**config.mk**
```make
export PLATFORM = sky130hd
export DESIGN_NAME = ssw_supervisor
export DESIGN_NICKNAME = d
export VERILOG_FILES = /design/src/design/ssw_pkg.sv /design/src/design/ssw_supervisor.sv
export SDC_FILE = /design/constraint.sdc
export NUM_CORES = 1
export LEC_CHECK = 0
export ABC_AREA = 1
export BUFFER_PORTS_ARGS = -buffer_cell sky130_fd_sc_hd__buf_2
export CORE_MARGIN = 10
export CORE_UTILIZATION = 55
export CTS_CLUSTER_DIAMETER = 100
export DETAILED_ROUTE_END_ITERATION = 8
export PLACE_DENSITY = 0.72
export SKIP_LAST_GASP = 1
export SLEW_MARGIN = 5
export SYNTH_ARGS = -nofsm -noshare
export SYNTH_HDL_FRONTEND = slang
export SYNTH_SLANG_ARGS = --single-unit
```
**constraint.sdc**
```tcl
create_clock -name clk -period 2.4 [get_ports clk]
set_input_delay 0.12 -clock clk [delete_from_list [all_inputs] [get_ports clk]]
set_output_delay 0.12 -clock clk [all_outputs]
set_load 0.03 [all_outputs]
```
**src/design/ssw_pkg.sv**
```systemverilog
// Constants for the supply supervisor and watchdog
package ssw_pkg;
    // Clock period in ns
    localparam int CLK_PERIOD_NS = 10;
    // Times in ms
    localparam int HOLDOFF_SHORT_MS = 50;
    localparam int HOLDOFF_LONG_MS = 200;
    localparam int WD_LONG_MS = 1600;
    localparam int WD_SHORT_MS = 100;
    // Cycle counts derived from the 100 MHz clock
    localparam int HOLDOFF_SHORT_CYC =
        HOLDOFF_SHORT_MS * 1000000 / CLK_PERIOD_NS;
    localparam int HOLDOFF_LONG_CYC =
        HOLDOFF_LONG_MS * 1000000 / CLK_PERIOD_NS;
    localparam int WD_LONG_CYC =
        WD_LONG_MS * 1000000 / CLK_PERIOD_NS;
    localparam int WD_SHORT_CYC =
        WD_SHORT_MS * 1000000 / CLK_PERIOD_NS;
    localparam int CNT_W = 28;
    // Reset values
    localparam logic RST_LEVEL_N = 1'h0;
    localparam logic [27:0] CNT_RST = 28'h0000000;
endpackage

```
**src/design/ssw_supervisor.sv**
```systemverilog
// Supply supervisor with reset hold-off, gating and watchdog
// How it works
// Active-low reset held while supply is below threshold.
// Reset stays asserted for the hold-off after supply recovers.
// Active-high reset is always the inverse of the low one.
// Power-fail warning low when the sense comparator reads low.
// Chip enable passes while supply valid, forced high when low.
// Supply-low indicator follows the low-supply flag directly.
// Processor toggles the kick input within every timeout period.
// Static kick for a full timeout produces one hold-off reset pulse.
// Static kick repeats the reset pulse every timeout period.
// Expired output goes low on timeout until the next kick edge.
// A floating kick input disables the watchdog entirely.
// Without selection inputs the timeout is the long period.
// Backup-active indicator high while rail is fed from battery.
// Supply below battery forces the power-fail warning low.
// Expired output forced high while the supply is low.
// Watchdog timer restarts at the end of every reset pulse.
// Supply below battery also forces chip enable high.
// Times are counted cycles; comparator flags are synchronised.
// Either edge of the synchronised kick input is a service event.
`timescale 1ns/1ps
`default_nettype none
module ssw_supervisor
#(
    parameter int HOLDOFF_SHORT = ssw_pkg::HOLDOFF_SHORT_CYC,
    parameter int HOLDOFF_LONG = ssw_pkg::HOLDOFF_LONG_CYC,
    parameter int WD_LONG = ssw_pkg::WD_LONG_CYC,
    parameter int WD_SHORT = ssw_pkg::WD_SHORT_CYC
)
(
    input wire logic clk,
    input wire logic resetn,
    input wire logic supply_low_in,
    input wire logic supply_below_backup_in,
    input wire logic power_fail_sense_in,
    input wire logic chip_enable_in_n,
    input wire logic watchdog_kick_in,
    input wire logic watchdog_kick_float_in,
    input wire logic long_holdoff_sel,
    input wire logic timebase_source_sel,
    input wire logic timebase_select_in,
    output logic reset_n,
    output logic reset_out,
    output logic power_fail_warn_n,
    output logic chip_enable_out_n,
    output logic supply_low_n,
    output logic watchdog_expired_n,
    output logic backup_active
);
    import ssw_pkg::*;

    // ************************************************************
    // Input synchronisers
    // ************************************************************
    // Two stages each; bit order: low, below_backup, pf, kick, float
    // Reset value reads as supply low, so outputs come up in the safe
    // state until the first real comparator sample arrives
    logic [4:0] sync1_q;
    logic [4:0] sync2_q;
    logic kick_prev_q;
    wire logic [4:0] raw_in;
    assign raw_in = {watchdog_kick_float_in, watchdog_kick_in,
        power_fail_sense_in, supply_below_backup_in, supply_low_in};

    always_ff @(posedge clk or negedge resetn)
    begin
        if (!resetn)
        begin
            sync1_q <= 5'h01;
            sync2_q <= 5'h01;
            kick_prev_q <= 1'h0;
        end
        else
        begin
            sync1_q <= raw_in;
            sync2_q <= sync1_q;
            kick_prev_q <= sync2_q[3];
        end
    end

    wire logic low_s;
    wire logic below_bat_s;
    wire logic pf_s;
    wire logic kick_s;
    wire logic float_s;
    wire logic kick_edge;
    assign low_s = sync2_q[0];
    assign below_bat_s = sync2_q[1];
    assign pf_s = sync2_q[2];
    assign kick_s = sync2_q[3];
    assign float_s = sync2_q[4];
    assign kick_edge = (kick_s ^ kick_prev_q) && !float_s;

    // ************************************************************
    // Reset sequencer
    // ************************************************************
    // LOW waits for the supply, HOLD times the reset pulse, RUN counts
    // the watchdog; a low supply overrides every state at once
    // Limitation: the hold-off restarts on any supply glitch
    typedef enum logic [1:0] {SSW_RUN, SSW_LOW, SSW_HOLD} ssw_state_e;
    ssw_state_e state_q;
    ssw_state_e state_d;
    logic [CNT_W-1:0] hold_q;
    logic [CNT_W-1:0] hold_d;
    logic [CNT_W-1:0] wd_q;
    logic [CNT_W-1:0] wd_d;
    logic expired_q;
    logic expired_d;
    logic after_reset_q;
    logic after_reset_d;
    logic rst_n_q;

    wire logic [CNT_W-1:0] hold_len;
    wire logic [CNT_W-1:0] wd_len;
    wire logic short_wd;
    wire logic wd_timeout;
    wire logic hold_done;
    // Short period only with internal timebase and select pin low; the
    // period right after any reset is always the long one
    assign short_wd = timebase_source_sel && !timebase_select_in
        && !after_reset_q;
    assign hold_len = long_holdoff_sel ? CNT_W'(HOLDOFF_LONG)
        : CNT_W'(HOLDOFF_SHORT);
    assign wd_len = short_wd ? CNT_W'(WD_SHORT) : CNT_W'(WD_LONG);
    assign wd_timeout = !float_s && (wd_q >= wd_len - 1'b1);
    assign hold_done = hold_q >= hold_len - 1'b1;

    always_comb
    begin
        state_d = state_q;
        hold_d = hold_q;
        wd_d = wd_q;
        expired_d = expired_q;
        after_reset_d = after_reset_q;
        case (state_q)
            SSW_RUN:
            begin
                if (kick_edge)
                begin
                    wd_d = CNT_RST;
                    expired_d = 1'b0;
                    after_reset_d = 1'b0;
                end
                else if (float_s)
                    wd_d = CNT_RST;
                else if (wd_timeout)
                begin
                    state_d = SSW_HOLD;
                    hold_d = CNT_RST;
                    wd_d = CNT_RST;
                    expired_d = 1'b1;
                end
                else
                    wd_d = wd_q + 1'b1;
            end
            SSW_LOW:
            begin
                hold_d = CNT_RST;
                expired_d = 1'b0;
                if (!low_s)
                    state_d = SSW_HOLD;
            end
            SSW_HOLD:
            begin
                if (kick_edge)
                    expired_d = 1'b0;
                if (hold_done)
                begin
                    state_d = SSW_RUN;
                    wd_d = CNT_RST;
                    after_reset_d = 1'b1;
                end
                else
                    hold_d = hold_q + 1'b1;
            end
            default:
                state_d = SSW_LOW;
        endcase
        if (low_s)
        begin
            state_d = SSW_LOW;
            expired_d = 1'b0;
        end
    end

    always_ff @(posedge clk or negedge resetn)
    begin
        if (!resetn)
        begin
            state_q <= SSW_LOW;
            hold_q <= CNT_RST;
            wd_q <= CNT_RST;
            expired_q <= 1'b0;
            after_reset_q <= 1'b1;
            rst_n_q <= RST_LEVEL_N;
        end
        else
        begin
            state_q <= state_d;
            hold_q <= hold_d;
            wd_q <= wd_d;
            expired_q <= expired_d;
            after_reset_q <= after_reset_d;
            rst_n_q <= (state_d == SSW_RUN);
        end
    end

    // ************************************************************
    // Outputs
    // ************************************************************
    // Gating paths stay combinational so that write protection does not
    // wait for a clock edge after the comparator flag arrives
    // Reset and expired outputs are registered so that they cannot
    // glitch while the sequencer changes state
    // Trade-off: gating still carries the two-cycle synchroniser delay
    assign reset_n = rst_n_q;
    assign reset_out = !rst_n_q;
    assign power_fail_warn_n = pf_s && !below_bat_s;
    assign chip_enable_out_n = chip_enable_in_n || low_s
        || below_bat_s;
    assign supply_low_n = !low_s;
    assign watchdog_expired_n = !expired_q;
    assign backup_active = below_bat_s;

    // ************************************************************
    // Checks
    // ************************************************************
    // All checks sample on the block clock and rest while in reset
    // They watch the synchronised flags, since raw pins are two cycles
    // ahead of anything the logic can act on
    low_holds_reset_a: assert property (
        @(posedge clk) disable iff (!resetn)
        low_s |=> !reset_n)
        else $error("reset released while supply low");

    hold_release_a: assert property (
        @(posedge clk) disable iff (!resetn)
        (state_q == SSW_HOLD && !hold_done && !low_s) |=> !reset_n)
        else $error("reset released before hold-off");

    inverse_reset_a: assert property (
        @(posedge clk) disable iff (!resetn)
        reset_out == !reset_n)
        else $error("reset outputs not inverse");

    pf_warn_a: assert property (
        @(posedge clk) disable iff (!resetn)
        (!pf_s || below_bat_s) |-> !power_fail_warn_n)
        else $error("power fail warning missing");

    ce_gate_a: assert property (
        @(posedge clk) disable iff (!resetn)
        (low_s || below_bat_s) |-> chip_enable_out_n)
        else $error("chip enable not blocked");

    ce_pass_a: assert property (
        @(posedge clk) disable iff (!resetn)
        (!low_s && !below_bat_s) |-> chip_enable_out_n == chip_enable_in_n)
        else $error("chip enable not passed");

    low_indicator_a: assert property (
        @(posedge clk) disable iff (!resetn)
        supply_low_n == !low_s)
        else $error("supply low indicator wrong");

    timeout_pulse_a: assert property (
        @(posedge clk) disable iff (!resetn)
        (state_q == SSW_RUN && wd_timeout && !kick_edge && !low_s)
        |=> !reset_n && !watchdog_expired_n)
        else $error("timeout gave no reset");

    expired_hold_a: assert property (
        @(posedge clk) disable iff (!resetn)
        (!watchdog_expired_n && !kick_edge && !low_s)
        |=> !watchdog_expired_n)
        else $error("expired output released early");

    float_off_a: assert property (
        @(posedge clk) disable iff (!resetn)
        (float_s && state_q == SSW_RUN && !low_s) |=> state_q == SSW_RUN)
        else $error("watchdog active while floating");

    batt_ind_a: assert property (
        @(posedge clk) disable iff (!resetn)
        backup_active == below_bat_s)
        else $error("backup indicator wrong");

    expired_low_a: assert property (
        @(posedge clk) disable iff (!resetn)
        low_s |=> watchdog_expired_n)
        else $error("expired not forced high");

    restart_wd_a: assert property (
        @(posedge clk) disable iff (!resetn)
        (state_q == SSW_HOLD && hold_done && !low_s) |=> wd_q == CNT_RST)
        else $error("watchdog not restarted");

    kick_clear_a: assert property (
        @(posedge clk) disable iff (!resetn)
        (kick_edge && !low_s) |=> watchdog_expired_n)
        else $error("kick did not clear expired");

    kick_restart_a: assert property (
        @(posedge clk) disable iff (!resetn)
        (state_q == SSW_RUN && kick_edge && !low_s) |=> wd_q == CNT_RST)
        else $error("kick did not restart watchdog");
endmodule
`default_nettype wire

```
* Word level (Yosys, flattened, before mapping)
Cells that the tools add are included.
Word-level totals: register bits after elaboration 72, output and inout port bits 7, word-level logic and storage cells 76
Cells by class: add/subtract/negate cells 4, $lt $le $gt $ge 2, equal/unequal tests 11, muxes and demuxes 26, bitwise operators 1, reductions and logical operators 23
Operator list (number):
- 28-bit two-way mux | 9
- 28-bit one-hot mux with 3 select lines | 1
- 28-bit by 1-bit adder with 28-bit output, second input constant | 2
- 28-bit >= comparator | 2
- 28-bit one-hot mux with 2 select lines | 1
- 28-bit by 1-bit subtractor with 28-bit output, second input constant | 1
- 25-bit by 1-bit subtractor with 26-bit output, second input constant | 1
- 25-bit two-way mux | 1
- 2-bit inequality test, second input constant | 6
- 2-bit two-way mux | 5
- 4-bit inequality test, second input constant | 2
- 1-bit zero test | 7
- 1-bit two-way mux | 6
- 2-bit one-hot mux with 3 select lines | 1
- 1-bit logical AND | 5
- 5-bit AND reduction | 1
- 2-bit zero test | 2
- 4-bit AND reduction | 1
- 4-bit nonzero test | 1
- 3-bit inequality test, second input constant | 1
- 1-bit one-hot mux with 3 select lines | 1
- 3-bit AND reduction | 1
- 3-bit nonzero test | 1
- 2-bit by 1-bit == test with 1-bit output, second input constant | 1
- 6 further kinds | 7

* Logic depth before layout (Yosys ltp)
word-level depth 13, gate-level depth with buffers 18, depth with buffers taken out 17

* Worst setup path after synthesis
OpenSTA, ideal clock, no wires.
path type register to register, start reg after_reset_q, end reg hold_q[17], setup time 0.120 ns, arrival 1.870 ns, data required time 2.280 ns, slack 0.410 ns, stages on the path, launching flop included 17, cells stage by stage dfstp_2 -> inv_2 -> nand3_4 -> ha_1 -> nand2_1 -> nand2_1 -> a21oi_1 -> nand2_1 -> nand2_1 -> nand3_2 -> nand2_2 -> nand2_2 -> nand2_4 -> inv_4 -> buf_8 -> nand2_2 -> o21ai_2
Between the ends: longest elaborated chain between the ends 8
Ends and longest elaborated chain:
- from (decl) | line ssw_supervisor.sv:110 | logic after_reset_q;
- from (signal assigned) | line ssw_supervisor.sv:204 | after_reset_q <= after_reset_d;
- 1-bit zero test | line ssw_supervisor.sv:122 | && !after_reset_q;
- 1-bit logical AND | line ssw_supervisor.sv:122
- 28-bit two-way mux | line ssw_supervisor.sv:125 | assign wd_len = short_wd ? CNT_W'(WD_SHORT) : CNT_W'(WD_LONG);
- 28-bit by 1-bit subtractor with 28-bit output | line ssw_supervisor.sv:126 | assign wd_timeout = !float_s && (wd_q >= wd_len - 1'b1);
- 28-bit >= comparator | line ssw_supervisor.sv:126
- 1-bit logical AND | line ssw_supervisor.sv:126
- 2-bit inequality test (no line)
- 5-bit AND reduction (no line)
- to (signal assigned) | line ssw_supervisor.sv:201 | hold_q <= hold_d;
- to (decl) | line ssw_supervisor.sv:104 | logic [CNT_W-1:0] hold_q;
No other way between the ends. A chain may end at the register's enable or synchronous reset.

* Worst setup path in the final report
start reg hold_q[21], end reg wd_q[20]
Between the ends: longest elaborated chain between the ends 3
Ends and longest elaborated chain:
- 28-bit >= comparator | line ssw_supervisor.sv:127 | assign hold_done = hold_q >= hold_len - 1'b1;
- 2-bit inequality test (no line)
- 2-bit AND reduction (no line)
- to (signal assigned) | line ssw_supervisor.sv:202 | wd_q <= wd_d;
- to (decl) | line ssw_supervisor.sv:106 | logic [CNT_W-1:0] wd_q;
No other way between the ends.

==> impl_metrics.yaml <==
synth:
  async_flop_share_pct: 100
  syn_avg_cell_area_um2: 7.32
  synth.distinct_cells: 48
  synth_commonest_cells: "180 x nand2_1, 71 x inv_1, 68 x dfrtp_1"
  yosysWarnings: 0
  synth_most_common_cell: "nand2_1"
  syn-num-nets: 704
  yosysSeqAreaShare_pct: 36.9
  ys_seq_elements: 72
  synth_edf_count: 0
  synth_top_area_share_pct: 34.7
  synth_area_mm2: 0.00490
  synth-main-ff-cell: "dfrtp_1"
  synthTopCellsByArea: "dfrtp_1 35%, nand2_1 14%, ha_1 5.9%"
  synthCells: 670
  yosys.area.top_type: "dfrtp_1"
route:
  ant_nets: 0
  vias_per_cell: 5.63
  wl_per_cell_um: 14.8
  drc: 0
  first_pass_iters: 5
  vias: 4654
  drt_iter0_markers: 376
  drt_wl_total_um: 12200
pwr:
  pwr-share-comb_pct: 28.3
  pwr-share-clk_pct: 31.5
  power.density_mw_per_mm2: 593
  switching_power_w: 0.00119
  p_int_w: 0.00209
  p_sw_share_pct: 36.3
  seqPwrFrac_pct: 40.3
  leakage_nw: 2.55
  max-vdd-ir-drop_mv: 0.640
worst_setup_path:
  reg2reg_depth: 13
  path_max_fanout: 16
  r2r_end: "wd_q[20]"
  crit_type: "flip-flop to flip-flop"
  worstReg2RegStart: "hold_q[21]"
  critPathLaunchType: "flip-flop"
  r2r_slack_ns: 0.13
  end_kind: "flip-flop"
  required_ns: 2.64
  worstPathArrival_ns: 2.52
job:
  maxCapViolations: 0
min_path:
  min_to: "sync2_q[1]"
  min_path_type: "flip-flop to flip-flop"
  hold_path_startpoint: "sync1_q[1]"
  hold_depth: 0
clock_network:
  cts_sinks: 72
  clk_latency_ns: 0.36
  root_buffer: "clkbuf_8"
  cts_buffer_depth: 2
  htreeDepth: 3
  cts_tree: "built"
  cts_made_buffers: 9
  clkTransAtPathRegs_ns: 0.09
global_routing:
  gr-total-overflow: 0
  grt.busiest_layer: "met2"
  antenna_found_initial: 0
  grt_pass1_vias: 4280
  grt_use_total_pct: 18.7
  grt_max_degree: 73
  grt_use_met1_pct: 27.0
  grt_use_met3_pct: 3.35
  grtUsageMet2_pct: 27.4
  grt_pass1_wl_um: 20200
placement:
  placed_area_mm2: 0.00517
  dp_hpwl_um: 9200
  io_buffers: 17
  dp_slack_ns: 0.0278
  finalWeightedCongestion: 1.04
final_layout:
  drive_above_1_share_pct: 15.0
  n_antenna_cell: 0
  final_core_util_pct: 63.8
  final_cell_area_mm2: 0.00554
  final_nets: 748
  syn_to_final_growth_pct: 12.9
sta:
  worst_slew_pin_slew_ns: 0.915
  drv_slew: 0
  period_needed_ns: 2.27
  period_share_pct: 94.8
  finalSetupViolCount: 0
  hold_viol: 0
  setup_slack_ns: 0.125
  clock_skew_ns: 0.0140
  whs_ns: 0.355
  grt_setup_unrepaired: "yes"
  max_slew_margin_pct: 39.0
  fmax_mhz: 440
floorplanning:
  io_pins: 18
  die-area_mm2: 0.0131
  core-area_mm2: 0.00868
  die_w_um: 114
  fp-row-count: 34
  die_y_um: 114
  initial_core_util_pct: 56.5
outcome:
  status: "finished clean"
power by group through the flow:
stage	combinational, W	sequential (W)	clock [W]
final	0.000928	0.00132	0.00103
after global routing	0.00102	0.00133	0.00110
after CTS	0.000821	0.00132	0.00106
after detailed placement	0.000809	0.00135	0
after global placement	0.000791	0.00134	0
after floorplan	0.000646	0.00135	0
stage by stage:
stage | TNS (ns) | cells | power (W)
floorplan | 0 | 670 | 0.00200
global placement | 0 | 801 | 0.00213
detailed placement | 0 | 801 | 0.00216
CTS | 0 | 823 | 0.00320
global route | -0.0685 | 827 | 0.00346
finish | 0 | 827 | 0.00328
layout by cell type, fill, tap and decap left out, types with 3 or more instances in the layout:
cell / instances
xor2_1: 20
o21ai_1: 18
dfrtp_1: 68
or2_2: 7
dlygate4sd3_1: 6
a21oi_1: 14
nand3_2: 3
inv_1: 71
nand3_1: 48
nand4_1: 29
nand2_2: 11
nor3_2: 3
o21ai_0: 23
inv_2: 6
nand2_1: 179
buf_4: 22
nor2_1: 64
o22ai_1: 3
clkbuf_8: 9
inv_6: 5
nor4_1: 7
o21ai_2: 4
buf_2: 16
ha_1: 22
nor3_1: 23
dfstp_2: 4
logic make-up (layout without fill, tap and decap cells):
family / Yosys count / in the layout / share of synthesized area (%)
adders and majority gates: 23 / 23 / 5.87
DFF: 72 / 72 / 36.9
xor gates and xnor gates: 22 / 22 / 3.93
AOI/OAI and AO/OA: 75 / 75 / 8.68
and+or+nand+nor: 384 / 384 / 36.1
buffers and inverters: 94 / 143 / 8.60
layer usage:
metal	up-vias	routed length, um	part of all wire [%]
met3	22	743	6.1
li1	2291	-	-
met2	160	5270	43
met1	2181	5940	49
met5	-	0	0
met4	0	254	2.1
repair_timing:
action	4_1_cts	5_1_grt
hold buffers	6	0
endpoints found under the setup margin	0	47
buffers inserted	0	3
hold endpoints to repair	73	0
gates resized for setup	0	9
registers in the layout, indices dropped and copies added (netlist names):
name,count
kick_prev_q,1
after_reset_q,1
state_q,2
wd_q,28
reset_n,1
sync1_q,5
expired_q,1
hold_q,28
sync2_q,5
critical path: stages (launching register included):
cell,delay (ns)
dfrtp_1,0.43
ha_4,0.28
inv_1,0.05
nor3_2,0.17
nand4_1,0.18
nor3_2,0.23
nand2_1,0.12
nand3_2,0.11
nand2_1,0.07
nand2_2,0.10
buf_4,0.21
nand3_1,0.09
nand2_1,0.08
nor2_1,0.03
worst max-delay path by stage:
stage          slack, ns             start    endpoint  cells after the start
6_report            0.13        hold_q[21]    wd_q[20]                     13
5_1_grt            -0.02        hold_q[21]    wd_q[20]                     13
4_1_cts             0.13        hold_q[21]  hold_q[25]                     12
3_5_place_dp        0.03  long_holdoff_sel  hold_q[20]                     14
3_3_place_gp        0.11  long_holdoff_sel  hold_q[25]                     14
2_1_floorplan       0.41     after_reset_q  hold_q[17]                     16
area by class of cell:
class                   count  area (um^2)
clock buffers               9          124
clock inverters             7         83.8
fillers                   813         3140
inverters                  79          302
multi-input cells         504         2710
flip-flops and latches     72         1810
well taps                 108          135
repair buffers             48          373
Note: power is estimated with default switching activity, not from simulation.
